===== config.mk =====
export PLATFORM = sky130hd
export DESIGN_NAME = iprio_ctrl
export DESIGN_NICKNAME = d
export VERILOG_FILES = /design/src/hdl/iprio_pkg.sv /design/src/hdl/iprio_slot.sv /design/src/hdl/iprio_ctrl.sv
export VERILOG_INCLUDE_DIRS = /design/src /design/src/hdl
export SDC_FILE = /design/constraint.sdc
export NUM_CORES = 1
export LEC_CHECK = 0
export CAP_MARGIN = 30
export CORE_ASPECT_RATIO = 2
export CORE_MARGIN = 3
export CORE_UTILIZATION = 30
export DETAILED_ROUTE_END_ITERATION = 10
export DONT_BUFFER_PORTS = 1
export SLEW_MARGIN = 20
export SYNTH_ARGS = -nofsm -noshare
export SYNTH_HDL_FRONTEND = slang
export SYNTH_SLANG_ARGS = --single-unit

===== constraint.sdc =====
create_clock -name clk_i -period 25.1 [get_ports clk_i]
set_input_delay 5.02 -clock clk_i [delete_from_list [all_inputs] [get_ports clk_i]]
set_output_delay 5.02 -clock clk_i [all_outputs]
set_load 0.02 [all_outputs]

===== src/hdl/iprio_defines.svh =====
// iprio_defines.svh: register offsets, field positions, reset values and timing counts
// assumes: included by bare name from the interrupt priority design files
`ifndef IPRIO_DEFINES_SVH
`define IPRIO_DEFINES_SVH

// ----------------------------------------
// register word offsets (byte address = 4 * index)
// ----------------------------------------
`define IPRIO_IDX_LOW_G1     8'hb2
`define IPRIO_IDX_HIGH_G1    8'hb3
`define IPRIO_IDX_HIGH_G0    8'hb7
`define IPRIO_IDX_LOW_G0     8'hb8
`define IPRIO_IDX_ENABLE     8'hc0
`define IPRIO_IDX_STATUS     8'hc1
`define IPRIO_IDX_MASK       8'hc2
`define IPRIO_IDX_PENDING    8'hc3
`define IPRIO_IDX_GRANT      8'hc4

// ----------------------------------------
// field positions and reset values
// ----------------------------------------
`define IPRIO_G0_BITS        7
`define IPRIO_G1_BITS        3
`define IPRIO_NSRC           10
`define IPRIO_RST_PRIO       8'h00
`define IPRIO_RST_ENABLE     10'h000
`define IPRIO_EVT_GRANT      0
`define IPRIO_EVT_OVERRUN    1
`define IPRIO_EVT_BITS       2

// ----------------------------------------
// timing: state time and poll window
// ----------------------------------------
`define IPRIO_STATE_NS       80
`define IPRIO_CLK_NS         40
`define IPRIO_STATE_CYC      ((`IPRIO_STATE_NS + `IPRIO_CLK_NS - 1) / `IPRIO_CLK_NS)
`define IPRIO_POLL_STATES    4

`endif


===== src/hdl/iprio_pkg.sv =====
// iprio_pkg.sv: types for the interrupt priority block
// assumes: nothing beyond a SystemVerilog compiler
`default_nettype none
package iprio_pkg;
   typedef logic [1:0] iprio_level_t;
   typedef enum logic [2:0] {
      ST_IDLE    = 3'b001,
      ST_REQUEST = 3'b010,
      ST_WAIT    = 3'b100
   } iprio_state_t;
endpackage : iprio_pkg
`default_nettype wire


===== src/hdl/iprio_slot.sv =====
// iprio_slot.sv: one source slot: pin sync, latch, level forming
// assumes: clk_i single clock domain, rst_i synchronous active high
`timescale 1ns/100ps
`default_nettype none
module iprio_slot
(
   input  wire logic                 clk_i,        // core clock
   input  wire logic                 rst_i,        // sync reset
   input  wire logic                 req_i,        // raw request, any domain
   input  wire logic                 sample_i,     // this slot's sample state
   input  wire logic                 clear_i,      // request served
   input  wire logic                 prio_high_i,  // high-register bit
   input  wire logic                 prio_low_i,   // low-register bit
   output logic                      latched_o,    // latched request
   output iprio_pkg::iprio_level_t   level_o       // 0 lowest, 3 highest
);
   logic sync_a;
   logic sync_b;
   logic latched;

   always_ff @(posedge clk_i)
   begin
      if (rst_i)
      begin
         sync_a  <= 1'b0;
         sync_b  <= 1'b0;
         latched <= 1'b0;
      end
      else
      begin
         sync_a <= req_i;
         sync_b <= sync_a;
         // set wins over clear: a fresh sample is never lost
         if (sample_i && sync_b)
            latched <= 1'b1;
         else if (clear_i)
            latched <= 1'b0;
      end
   end

   assign latched_o = latched;
   assign level_o   = {prio_high_i, prio_low_i};
endmodule // iprio_slot
`default_nettype wire


===== src/hdl/iprio_ctrl.sv =====
// iprio_ctrl.sv: interrupt priority controller with classic Wishbone slave
// assumes: requests may come from pins, synchronised inside; core acks grants
//
// Summary of operation
// - each source level is {high bit, low bit}, 0 lowest and 3 highest.
// - group-0 low bits 6..0 serve counter array, timer2, serial, timer1, ext1, timer0, ext0.
// - group-1 bits 2..0 serve global suspend/resume, USB function, hub/start-of-frame.
// - reset clears every implemented priority bit, all sources at level 0.
// - a request goes through sample, poll, then context-switch request.
// - sources are sampled once per four-state window, two per state time, four (ids 0, 1, 8, 9) at phase 0.
// - one further state time after the poll issues the context-switch request.
`timescale 1ns/100ps
`default_nettype none
`include "iprio_defines.svh"
module iprio_ctrl
#(
   parameter int NSRC      = `IPRIO_NSRC,
   parameter int STATE_CYC = `IPRIO_STATE_CYC
)
(
   input  wire logic              clk_i,       // core clock, 25 MHz
   input  wire logic              rst_i,       // sync reset, active high
   input  wire logic [7:0]        adr_i,       // wishbone word address
   input  wire logic [31:0]       dat_i,       // wishbone write data
   output logic      [31:0]       dat_o,       // wishbone read data
   input  wire logic              we_i,        // write enable
   input  wire logic [3:0]        sel_i,       // byte selects
   input  wire logic              cyc_i,       // cycle
   input  wire logic              stb_i,       // strobe
   output logic                   ack_o,       // acknowledge
   output logic                   err_o,       // unmapped address
   input  wire logic [NSRC-1:0]   req_i,       // source requests, bit order as id
   output logic                   cs_req_o,    // context-switch request
   output logic [3:0]             cs_src_o,    // granted source id
   output iprio_pkg::iprio_level_t cs_level_o, // granted level
   input  wire logic              cs_ack_i,    // core took the request
   output logic                   irq_o        // event interrupt
);
   // ----------------------------------------
   // registers
   // ----------------------------------------
   logic [6:0]      prio_low_g0;
   logic [6:0]      prio_high_g0;
   logic [2:0]      prio_low_g1;
   logic [2:0]      prio_high_g1;
   logic [NSRC-1:0] enable;
   logic [`IPRIO_EVT_BITS-1:0] status;
   logic [`IPRIO_EVT_BITS-1:0] mask;
   logic            ack;
   logic            err;
   logic [31:0]     rdata;

   // ----------------------------------------
   // bus decode
   // ----------------------------------------
   // answer cycle masks the request, so a held strobe is not taken twice
   wire req_new  = cyc_i && stb_i && !ack && !err;
   wire wr_lane0 = req_new && we_i && sel_i[0];
   wire hit_lg1  = adr_i == `IPRIO_IDX_LOW_G1;
   wire hit_hg1  = adr_i == `IPRIO_IDX_HIGH_G1;
   wire hit_hg0  = adr_i == `IPRIO_IDX_HIGH_G0;
   wire hit_lg0  = adr_i == `IPRIO_IDX_LOW_G0;
   wire hit_en   = adr_i == `IPRIO_IDX_ENABLE;
   wire hit_st   = adr_i == `IPRIO_IDX_STATUS;
   wire hit_mk   = adr_i == `IPRIO_IDX_MASK;
   wire hit_pd   = adr_i == `IPRIO_IDX_PENDING;
   wire hit_gr   = adr_i == `IPRIO_IDX_GRANT;
   wire mapped   = hit_lg1 | hit_hg1 | hit_hg0 | hit_lg0 | hit_en
                 | hit_st | hit_mk | hit_pd | hit_gr;
   wire wr_en_lo = req_new && we_i && sel_i[0] && hit_en;
   wire wr_en_hi = req_new && we_i && sel_i[1] && hit_en;

   // ----------------------------------------
   // state-time divider and poll phase
   // ----------------------------------------
   logic [7:0] div_cnt;
   logic [1:0] phase;
   // state time rounded up to whole clocks; phase wraps every four states
   wire state_tick = div_cnt == 8'(STATE_CYC - 1);

   always_ff @(posedge clk_i)
   begin
      if (rst_i)
      begin
         div_cnt <= 8'h00;
         phase   <= 2'h0;
      end
      else if (state_tick)
      begin
         div_cnt <= 8'h00;
         phase   <= phase + 2'h1;
      end
      else
         div_cnt <= div_cnt + 8'h01;
   end

   // ----------------------------------------
   // source slots
   // ----------------------------------------
   // group 1 above group 0: ids 7..9 are hub/sof, function, suspend/resume
   wire [NSRC-1:0] prio_high = NSRC'({prio_high_g1, prio_high_g0});
   wire [NSRC-1:0] prio_low  = NSRC'({prio_low_g1, prio_low_g0});
   logic [NSRC-1:0] latched;
   logic [NSRC-1:0] served;
   iprio_pkg::iprio_level_t level [NSRC];

   genvar g;
   generate
      for (g = 0; g < NSRC; g++)
      begin : g_slot
         // two sources per state time, four (ids 0, 1, 8, 9) at phase 0; repeats every four states
         wire samp = state_tick && (phase == 2'((g / 2) % `IPRIO_POLL_STATES));
         iprio_slot u_slot
         (
            .clk_i       (clk_i),
            .rst_i       (rst_i),
            .req_i       (req_i[g]),
            .sample_i    (samp),
            .clear_i     (served[g]),
            .prio_high_i (prio_high[g]),
            .prio_low_i  (prio_low[g]),
            .latched_o   (latched[g]),
            .level_o     (level[g])
         );
      end
   endgenerate

   // ----------------------------------------
   // poll: highest level, lowest index on ties
   // ----------------------------------------
   // disabled sources stay latched and wait for their enable
   wire [NSRC-1:0] pending = latched & enable;
   logic [3:0] best_src;
   iprio_pkg::iprio_level_t best_lvl;
   logic best_any;

   always_comb
   begin
      best_src = 4'h0;
      best_lvl = 2'h0;
      best_any = 1'b0;
      // ascending scan, strict compare: the lowest id keeps a tie
      for (int i = 0; i < NSRC; i++)
         if (pending[i] && (!best_any || level[i] > best_lvl))
         begin
            best_src = 4'(i);
            best_lvl = level[i];
            best_any = 1'b1;
         end
   end

   // ----------------------------------------
   // sample, poll, then request one state later
   // ----------------------------------------
   iprio_pkg::iprio_state_t state;
   iprio_pkg::iprio_state_t next_state;
   logic [3:0] cs_src;
   iprio_pkg::iprio_level_t cs_level;
   // latch clears only on the core's ack, so a short pin pulse is still served
   wire grant_evt = (state == iprio_pkg::ST_REQUEST) && state_tick;
   wire overrun   = grant_evt && best_any && (best_lvl > cs_level);

   always_comb
   begin
      case (state)
         iprio_pkg::ST_IDLE:
            next_state = (state_tick && best_any) ? iprio_pkg::ST_REQUEST
                                                  : iprio_pkg::ST_IDLE;
         iprio_pkg::ST_REQUEST:
            next_state = state_tick ? iprio_pkg::ST_WAIT
                                    : iprio_pkg::ST_REQUEST;
         iprio_pkg::ST_WAIT:
            next_state = cs_ack_i ? iprio_pkg::ST_IDLE : iprio_pkg::ST_WAIT;
         default:
            next_state = iprio_pkg::ST_IDLE;
      endcase
   end

   always_comb
   begin
      served = '0;
      if (state == iprio_pkg::ST_WAIT && cs_ack_i)
         served[cs_src] = 1'b1;
   end

   always_ff @(posedge clk_i)
   begin
      if (rst_i)
      begin
         state    <= iprio_pkg::ST_IDLE;
         cs_src   <= 4'h0;
         cs_level <= 2'h0;
      end
      else
      begin
         state <= next_state;
         // poll result frozen at the poll edge
         if (state == iprio_pkg::ST_IDLE && state_tick && best_any)
         begin
            cs_src   <= best_src;
            cs_level <= best_lvl;
         end
      end
   end

   assign cs_req_o   = state == iprio_pkg::ST_WAIT;
   assign cs_src_o   = cs_src;
   assign cs_level_o = cs_level;

   // ----------------------------------------
   // register writes; reserved bits never stored
   // ----------------------------------------
   always_ff @(posedge clk_i)
   begin
      if (rst_i)
      begin
         prio_low_g0  <= 7'(`IPRIO_RST_PRIO);
         prio_high_g0 <= 7'(`IPRIO_RST_PRIO);
         prio_low_g1  <= 3'(`IPRIO_RST_PRIO);
         prio_high_g1 <= 3'(`IPRIO_RST_PRIO);
         enable       <= NSRC'(`IPRIO_RST_ENABLE);
         mask         <= '0;
      end
      else
      begin
         if (wr_lane0 && hit_lg0)
            prio_low_g0 <= dat_i[`IPRIO_G0_BITS-1:0];
         if (wr_lane0 && hit_hg0)
            prio_high_g0 <= dat_i[`IPRIO_G0_BITS-1:0];
         if (wr_lane0 && hit_lg1)
            prio_low_g1 <= dat_i[`IPRIO_G1_BITS-1:0];
         if (wr_lane0 && hit_hg1)
            prio_high_g1 <= dat_i[`IPRIO_G1_BITS-1:0];
         // enable bits 9:8 sit in lane 1
         if (wr_en_lo)
            enable[7:0] <= dat_i[7:0];
         if (wr_en_hi)
            enable[NSRC-1:8] <= dat_i[NSRC-1:8];
         if (wr_lane0 && hit_mk)
            mask <= dat_i[`IPRIO_EVT_BITS-1:0];
      end
   end

   // ----------------------------------------
   // event status and interrupt
   // ----------------------------------------
   // sticky events: set beats a write-one clear in the same cycle
   // bit 0 grant issued, bit 1 higher level seen while granting
   wire [`IPRIO_EVT_BITS-1:0] evt_set = {overrun, grant_evt};
   wire [`IPRIO_EVT_BITS-1:0] evt_clr = (wr_lane0 && hit_st)
                                        ? dat_i[`IPRIO_EVT_BITS-1:0] : '0;

   always_ff @(posedge clk_i)
   begin
      if (rst_i)
         status <= '0;
      else
         status <= (status & ~evt_clr) | evt_set;
   end

   assign irq_o = |(status & mask);

   // ----------------------------------------
   // read mux and answer
   // ----------------------------------------
   // reserved bits read zero rather than anything left over
   wire [31:0] rd_mux =
        hit_lg0 ? {24'h0, 1'b0, prio_low_g0}
      : hit_hg0 ? {24'h0, 1'b0, prio_high_g0}
      : hit_lg1 ? {24'h0, 5'h00, prio_low_g1}
      : hit_hg1 ? {24'h0, 5'h00, prio_high_g1}
      : hit_en  ? {22'h0, enable}
      : hit_st  ? {30'h0, status}
      : hit_mk  ? {30'h0, mask}
      : hit_pd  ? {22'h0, latched}
      : hit_gr  ? {25'h0, cs_req_o, cs_level, cs_src}
      : 32'h0;

   always_ff @(posedge clk_i)
   begin
      if (rst_i)
      begin
         ack   <= 1'b0;
         err   <= 1'b0;
         rdata <= 32'h0;
      end
      else
      begin
         ack   <= req_new && mapped;
         err   <= req_new && !mapped;
         // data stays zero outside a read answer
         rdata <= (req_new && !we_i) ? rd_mux : 32'h0;
      end
   end

   assign ack_o = ack;
   assign err_o = err;
   assign dat_o = rdata;
endmodule // iprio_ctrl
`default_nettype wire


==> summary.txt, run 1 <==
Post-CTS Resized - 0
slowest stage cell, crit path - a311oi_2
Tightest Pin Transition - 0.833 ns
grt ovf - 0
drt initial violations - 261
max cap viols - 0
Die W - 96.9 um
CTS H-tree lvls - 3
routability-driven placement congestion ratio - 0.905
fin nets - 682
Avg WL per Cell - 17.4 um
Yosys warning total - 0
syn avg cell area - 8.25 um^2
layout cells sized above 1 - 7.62%
Post-DRT Antenna Nets - 0
Compound-Gate Fraction of Synth Area - 17.0%
largest family of logic cells by synthesized area - simple AND/OR/NAND/NOR gates
FP Rows - 65
post-synthesis adder-cell area fraction - 5.80%
Tot Pwr - 0.304 mW
Slew HR - 43.9%
synthesized flop and latch total - 95
Mapped Cells - 601
All-Layer GR Usage - 15.4%
Worst Path Arrival - 13.47 ns
critical path class - flop to flop
outcome - finished clean
Synth-to-Final Area Change - 9.08%
Main synth FF type - dfxtp_1
Critical Path Source Type - flop
Clock Skews - 0.0107 ns
placed cell count - 789
CTS sink count - 95
Netlist cell types - 61
port bufs - 0
hold_buf cts - 0
initial antenna violation count - 0
Crit Path Max Fanout - 7
Post-Route WL - 14000 um
post-layout min period - 13.21 ns
Slew Limit Fails - 0
DRT Pass-1 Iters - 4
CTS max path bufs - 2
Die H - 188 um
root buffer cell - clkbuf_16
simple-gate portion of the synthesized area - 23.8%
total CTS buffers - 9
endpoints failing setup - 0
clk slew on worst S/H paths - 0.07 ns
core area - 16000 um^2
via count - 4153
power per standard cell area - 56.1 nW/um^2
# fillers - 1663
DP HPWL - 11000 um
vias per cell - 5.16
ys async rst share - 0%
number of global-route vias before repair - 4090
first-pass GRT wire length - 21800 um
pin count of the biggest net entering global routing - 79
Slowest Stage Delay on Critical Path - 0.54 ns
Post-synth EDFFs - 0
hold slack - 0.433 ns
Max Freq - 75.7 MHz
crit share post-route - 52.6%
Finished Layout Cells - 805
Worst VDD drop - 0.0371 mV
Lkg Pwr - 1.99 nW
Initial Util - 31.0%
register area share after synthesis - 38.3%
# diodes - 0
Mapped Area - 4960 um^2
setup TNS - 0 ns
RSZ-0062 raised after global routing - no
most used cell, CP - ha_1
die area - 18200 um^2
Crit. End Element - flop
Worst-Skew Late Latency - 0.35 ns
post-synthesis mux area share - 7.19%
TritonCTS clock tree - built
DR DRC count - 0
CP Data Required Time - 25.35 ns
io pins - 102
final hold violation count - 0
total setup buffers inserted after CTS - 0
XOR/XNOR share of the synthesized area - 1.24%
HP Class - flop to flop
final cells by class:
| type | instances | area (um^2) | area share [%] |
|---|---|---|---|
| clock buffers | 9 | 225 | 4.16 |
| flip-flops and latches | 95 | 1900 | 35.2 |
| inverters | 21 | 78.8 | 1.46 |
| repair buffers | 9 | 62.6 | 1.16 |
| multi-input cells | 463 | 2830 | 52.2 |
| clock inverters | 7 | 65.1 | 1.20 |
| well taps | 201 | 251 | 4.65 |
worst max-delay path, delay by kind of cell (launching register included):
| kind | cells | cell delay (ns) |
|---|---|---|
| AO/OA/AOI/OAI | 28 | 6.48 |
| adder cells (fa/ha/maj) | 10 | 2.82 |
| flip-flops | 1 | 0.48 |
| multiplexers | 3 | 1.04 |
| AND/OR/NAND/NOR | 17 | 2.29 |
final timing paths:
check	end	cells after the start	slack, ns	startpoint
worst max-delay path	status[1]$_SDFF_PP0_	58	11.89	g_slot[0].u_slot.latched_o$_SDFFE_PP0P_
worst min-delay path	g_slot[6].u_slot.sync_b$_SDFF_PP0_	1	0.43	g_slot[6].u_slot.sync_a$_SDFF_PP0_
worst max register to register	status[1]$_SDFF_PP0_	58	11.89	g_slot[0].u_slot.latched_o$_SDFFE_PP0P_
worst min register to register	g_slot[6].u_slot.sync_b$_SDFF_PP0_	1	0.43	g_slot[6].u_slot.sync_a$_SDFF_PP0_
Yosys cell counts (all sizes together) (3+ instances only):
master,n,area share (%)
dfxtp,95,38
nor2,91,6.9
a21oi,48,4.9
nand2,43,3.3
mux2i,30,6.1
nand3,28,2.8
o21ai,28,2.8
nor2b,26,3.3
buf,25,3.6
ha,23,5.8
inv,21,1.6
clkbuf,18,1.4
nor3,13,1.3
a31oi,8,1.0
nand2b,8,1.0
and3,7,0.91
a22oi,6,0.91
a21o,5,0.76
a222oi,5,1.0
and2,5,0.66
nor4,5,0.76
xor2,5,0.88
mux2,4,1.1
nand4,4,0.50
o31ai,4,0.61
or2,4,0.50
a211oi,3,0.45
o2111ai,3,0.53
o211ai,3,0.45
or3,3,0.38
through the flow:
stage	utilization, %	area, um^2	setup slack, ns
3_5_place_dp	32.0	5120	11.91
6_report	33.8	5410	11.89
3_3_place_gp	31.9	5110	11.96
2_1_floorplan	-	5040	13.84
5_1_grt	33.8	5410	10.98
4_1_cts	33.8	5410	11.84
where the power goes:
group | internal [mW] | total, mW | switching [mW] | leakage [nW]
Sequential | 0.154 | 0.156 | 0.00240 | 0.770
Combinational | 0.00513 | 0.0140 | 0.00883 | 1.08
Clock | 0.0693 | 0.134 | 0.0642 | 0.140
Total | 0.228 | 0.304 | 0.0755 | 1.99
registers in the layout (all words and copies together) (netlist names), 3 cells and up:
signal                   cells
cs_src_o                     4
prio_low_g0                  7
g_slot.u_slot.sync_a        10
div_cnt                      8
g_slot.u_slot.latched_o     10
prio_high_g1                 3
state                        3
dat_o                       10
g_slot.u_slot.sync_b        10
prio_low_g1                  3
enable                      10
prio_high_g0                 7
per-layer routing:
layer	GRT usage, %	wire [um]
met3	2.61	512
met2	30.3	8000
met1	13.5	4550
met5	0	0
met4	11.1	959
kinds of logic after synthesis:
group / count (synthesis)
flops: 95
simple gates: 246
compound gates: 131
mux: 34
buf+inv: 64
other cells: 1
fa+ha+maj: 23
xor+xnor: 7
placed cells by master (no fill, tap or decap), types with 5 or more instances in the layout:
cell type,instances
mux2i_1,30
ha_1,23
nand3_1,28
and3_1,6
nor2b_1,26
a21o_1,5
o21ai_0,28
a21oi_1,47
a22oi_1,6
xor2_1,5
clkbuf_16,9
a31oi_1,8
dfxtp_1,95
nand2_1,43
inv_1,21
nor3_1,13
buf_4,7
a222oi_1,5
nand2b_1,8
nor2_1,91
conb_1,22
Power figures use the tool's default switching activity.
==> run 2: changes to the inputs <==
- clock period: 25.1 -> 12.8 ns (I/O delays scaled with it)
==> run 2 against run 1 <==
Compared with the run above:
- clock power rose by 100%
- critical path depth rose by 3
- maximum frequency rose by 11%
- total power rose by 99%
- die area did not move
- via count rose by 2.2%
- register-to-register slack got worse by 11 ns
- clock skew rose by 0.0039 ns
- combinational power rose by 96%
- sequential share of layout area fell by 0.93 points
- final cell count rose by 2.0%
- critical path type unchanged
- largest cell class unchanged
==> summary.txt, run 2 (synthesis gave the netlist of run 1 again) <==
Worst Path Arrival - 12.19 ns
commonest cells after routing, fill and taps aside - dfxtp_1 (93), nor2_1 (91), a21oi_1 (46), nand2_1 (43), mux2i_1 (30)
Crit Path Max Fanout - 7
HP Class - flop to flop
port bufs - 0
vias per cell - 5.17
slowest stage cell, crit path - dfxtp_2
Internal - 0.450 mW
critical path class - flop to flop
Tightest Pin Transition - 0.805 ns
Worst-Skew Late Latency - 0.36 ns
Psw - 0.155 mW
clock share of power - 44.9%
DRT Pass-1 Iters - 4
drt initial violations - 278
total setup buffers inserted after CTS - 0
Slew Limit Fails - 0
CTS sink count - 95
grt ovf - 0
Lkg Pwr - 2.07 nW
Slowest Stage Delay on Critical Path - 0.42 ns
pin count of the biggest net entering global routing - 79
TritonCTS clock tree - built
initial antenna violation count - 0
routability-driven placement congestion ratio - 0.903
Post-DRT Antenna Nets - 0
commonest non-fill, non-tap cell in the layout - dfxtp_1
via count - 4244
# diodes - 0
Slew HR - 45.8%
CP Data Required Time - 13.06 ns
Synth-to-Final Area Change - 12.2%
switching fraction of total power - 25.7%
Critical Path Source Type - flop
endpoints failing setup - 0
Comb pwr share - 4.5%
Final Cell Area - 5570 um^2
Initial Util - 31.0%
hold slack - 0.434 ns
Clock Skews - 0.0145 ns
Post-Route WL - 14200 um
crit share post-route - 93.2%
die area - 18200 um^2
CTS H-tree lvls - 3
number of global-route vias before repair - 4334
root buffer cell - clkbuf_16
io pins - 102
power per standard cell area - 109 nW/um^2
max cap viols - 0
outcome - finished clean
setup TNS - 0 ns
Avg WL per Cell - 17.3 um
Die H - 188 um
post-layout min period - 11.93 ns
DP HPWL - 11100 um
clk slew on worst S/H paths - 0.08 ns
core area - 16000 um^2
sequential share of power - 50.6%
Placed Area - 5240 um^2
DR DRC count - 0
CTS max path bufs - 2
final hold violation count - 0
fin nets - 698
Die W - 96.9 um
first-pass GRT wire length - 22600 um
FP Rows - 65
Crit. End Element - flop
Worst VDD drop - 0.0839 mV
total CTS buffers - 9
hold_buf cts - 0
RSZ-0062 raised after global routing - no
most used cell, CP - ha_1
layout cells sized above 1 - 10.8%
Post-CTS Resized - 0
Max Freq - 83.8 MHz
All-Layer GR Usage - 16.0%
==> run 2: layout make-up <==
type | count | area, um^2
clock buffers | 9 | 225
repair buffers | 25 | 185
inverters | 21 | 78.8
fillers | 1668 | 10500
multi-input cells | 463 | 2840
clock inverters | 7 | 78.8
well taps | 201 | 251
flip-flops and latches | 95 | 1900
==> run 2: path summary, 6_finish.rpt <==
kind | start | endpoint | slack (ns) | depth (start not counted)
max | enable[0]$_SDFFE_PP0P_ | status[1]$_SDFF_PP0_ | 0.87 | 61
min | g_slot[4].u_slot.sync_b$_SDFF_PP0_ | g_slot[4].u_slot.latched_o$_SDFFE_PP0P_ | 0.43 | 2
max reg2reg | enable[0]$_SDFFE_PP0P_ | status[1]$_SDFF_PP0_ | 0.87 | 61
min reg2reg | g_slot[4].u_slot.sync_b$_SDFF_PP0_ | g_slot[4].u_slot.latched_o$_SDFFE_PP0P_ | 0.43 | 2
==> run 2: critical path, delay by kind of cell, from the launching register on <==
kind	cells	cell delay [ns]
adders and majority gates	10	2.81
DFF	1	0.42
muxes	3	0.96
AOI/OAI and AO/OA	27	4.93
and+or+nand+nor	18	2.26
buffers and inverters	3	0.46
==> run 2: power by group through the flow <==
stage          Combinational (mW)  Clock [mW]  Sequential [mW]
2_1_floorplan              0.0330           0            0.312
3_3_place_gp               0.0273           0            0.313
3_5_place_dp               0.0276           0            0.313
4_1_cts                    0.0277       0.279            0.306
5_1_grt                    0.0306       0.293            0.307
6_report                   0.0275       0.271            0.306
==> run 2: stage by stage <==
step                power (mW)  cells  utilization [%]  setup slack (ns)
floorplan                0.345    622                -              1.54
global placement         0.340    804             32.7             0.426
detailed placement       0.341    805             32.7             0.394
CTS                      0.612    821             34.6             0.351
global route             0.631    821             34.7            0.0347
finish                   0.605    821             34.7             0.868
==> run 2: per-layer routing <==
layer | global-route usage, % | vias up | wire length (um)
li1 | - | 2102 | -
met1 | 13.5 | 1998 | 4650
met2 | 31.4 | 103 | 8050
met3 | 3.50 | 41 | 579
met4 | 11.8 | 0 | 954
met5 | 0 | - | 0
==> run 3: changes to the inputs <==
- CELL_PAD_IN_SITES_DETAIL_PLACEMENT: not set -> 1
- CELL_PAD_IN_SITES_GLOBAL_PLACEMENT: not set -> 1
- PLACE_DENSITY_LB_ADDON: not set -> 0.1
- RECOVER_POWER: not set -> 100
==> run 3 against run 2 <==
Compared with the run above:
- the run now ends with capacitance limit, slew limit left
- global-route usage is 1.7 points higher
- critical path depth shrank 1
- first-iteration DRC count decreased by 46%
- sequential power barely moved
- critical endpoint unchanged
- largest power group unchanged
==> summary.txt, run 3 (synthesis gave the netlist of run 1 again) <==
outcome - complete, but fails checks
failing checks - capacitance limit, slew limit
commonest cells after routing, fill and taps aside - dfxtp_1 (93), nor2_1 (91), a21oi_1 (47), nand2_1 (43), mux2i_1 (30)
CTS sink count - 95
grt ovf - 0
critical path class - flop to flop
# diodes - 0
endpoints failing setup - 0
hold endpoint - g_slot[5].u_slot.sync_b$_SDFF_PP0_
die area - 18200 um^2
slowest stage cell, crit path - dfxtp_2
DP HPWL - 12600 um
initial antenna violation count - 0
via count - 4276
flop2flop setup slack - 1.06 ns
Crit Path Max Fanout - 7
Post-DRT Antenna Nets - 0
Hold Path Stages - 1
Post-CTS Resized - 0
Synth-to-Final Area Change - 10.5%
first-pass GRT wire length - 24900 um
FP Rows - 65
CTS max path bufs - 2
total setup buffers inserted after CTS - 0
RSZ-0062 raised after global routing - no
reg2reg end - status[1]$_SDFF_PP0_
All-Layer GR Usage - 17.6%
worst r2r src - g_slot[0].u_slot.latched_o$_SDFFE_PP0P_
FF+latch area - 1900 um^2
number of global-route vias before repair - 4405
CP Data Required Time - 13.05 ns
path depth of the worst reg2reg path - 60
Max Freq - 85.2 MHz
Slew HR - -63.3%
multi-input combinational cell area - 2840 um^2
core area - 16000 um^2
Crit. End Element - flop
post-layout min period - 11.74 ns
DR DRC count - 0
power per standard cell area - 109 nW/um^2
commonest non-fill, non-tap cell in the layout - dfxtp_1
TritonCTS clock tree - built
Worst Path Arrival - 11.99 ns
layout cells sized above 1 - 9.28%
setup TNS - 0 ns
root buffer cell - clkbuf_16
most used cell, CP - ha_1
Slowest Stage Delay on Critical Path - 0.44 ns
# fillers - 1904
Tot Pwr - 0.600 mW
crit share post-route - 91.7%
clk slew on worst S/H paths - 0.07 ns
CTS H-tree lvls - 3
Worst VDD drop - 0.0850 mV
port bufs - 0
Die H - 188 um
fin nets - 692
Post-Route WL - 15800 um
Slew Limit Fails - 14
routability-driven placement congestion ratio - 0.847
hold_buf cts - 0
HP Class - flop to flop
io pins - 102
drt initial violations - 150
Critical Path Source Type - flop
final hold violation count - 0
Worst-Skew Late Latency - 0.36 ns
total CTS buffers - 9
Die W - 96.9 um
Avg WL per Cell - 19.4 um
Tightest Pin Transition - 2.43 ns
Clock Skews - 0.0137 ns
Lkg Pwr - 2.01 nW
max cap viols - 1
hold_sp - g_slot[5].u_slot.sync_a$_SDFF_PP0_
pin count of the biggest net entering global routing - 79
vias per cell - 5.25
DRT Pass-1 Iters - 4
Initial Util - 31.0%
run 3: cell types whose count changed in the layout (fill, tap and decap cells not counted), sizes merged:
cell,delta
inv,+2
clkinvlp,+1
buf,-10
clkbuf,+4
clkinv,-3
run 3: report_power, final:
group          switching (mW)  internal (mW)
registers             0.00503          0.301
clock network           0.131          0.135
logic                  0.0180        0.00944
total                   0.154          0.445
run 3: worst max-delay path: cells and delay by family (launching register included):
| kind | cells | cell delay, ns |
|---|---|---|
| AO/OA/AOI/OAI | 27 | 4.72 |
| AND/OR/NAND/NOR | 19 | 2.63 |
| buffers and inverters | 1 | 0.05 |
| adder cells (fa/ha/maj) | 10 | 2.75 |
| flip-flops | 1 | 0.44 |
| multiplexers | 3 | 1.01 |
run 3: layout make-up:
cell class | instances | area share [%]
Multi-Input combinational cell | 463 | 51.8
Sequential cell | 95 | 34.7
Tap cell | 201 | 4.59
Clock buffer | 9 | 4.11
Timing Repair Buffer | 19 | 2.28
Inverter | 21 | 1.44
Clock inverter | 7 | 1.00
run 3: worst max path at each step:
stage,startpoint,end,slack (ns),cells after the start
6_report,g_slot[0].u_slot.latched_o$_SDFFE_PP0P_,status[1]$_SDFF_PP0_,1.06,60
5_1_grt,g_slot[0].u_slot.latched_o$_SDFFE_PP0P_,status[1]$_SDFF_PP0_,0.01,61
4_1_cts,g_slot[0].u_slot.latched_o$_SDFFE_PP0P_,status[1]$_SDFF_PP0_,0.29,60
3_5_place_dp,g_slot[0].u_slot.latched_o$_SDFFE_PP0P_,status[1]$_SDFF_PP0_,0.36,60
3_3_place_gp,g_slot[0].u_slot.latched_o$_SDFFE_PP0P_,status[1]$_SDFF_PP0_,0.64,58
2_1_floorplan,enable[0]$_SDFFE_PP0P_,status[1]$_SDFF_PP0_,1.54,60
run 3: per-stage QoR:
stage                     instance area (um^2)  setup slack (ns)  hold WS, ns  instances  utilization [%]
after floorplan                           5040              1.54        0.414        622                -
after global placement                    5200             0.637        0.419        798             32.5
after detailed placement                  5210             0.360        0.425        799             32.5
after CTS                                 5490             0.292        0.442        815             34.2
after global routing                      5480            0.0101        0.454        815             34.2
final                                     5480              1.06        0.437        815             34.2
run 3: routing by layer:
layer / vias up / GRT usage, % / share of wire [%]
met3: 15 / 3.09 / 3.1
met5: - / 0 / 0
met1: 2111 / 17.2 / 36
met4: 0 / 5.52 / 1.7
li1: 2093 / - / -
met2: 57 / 36.3 / 60
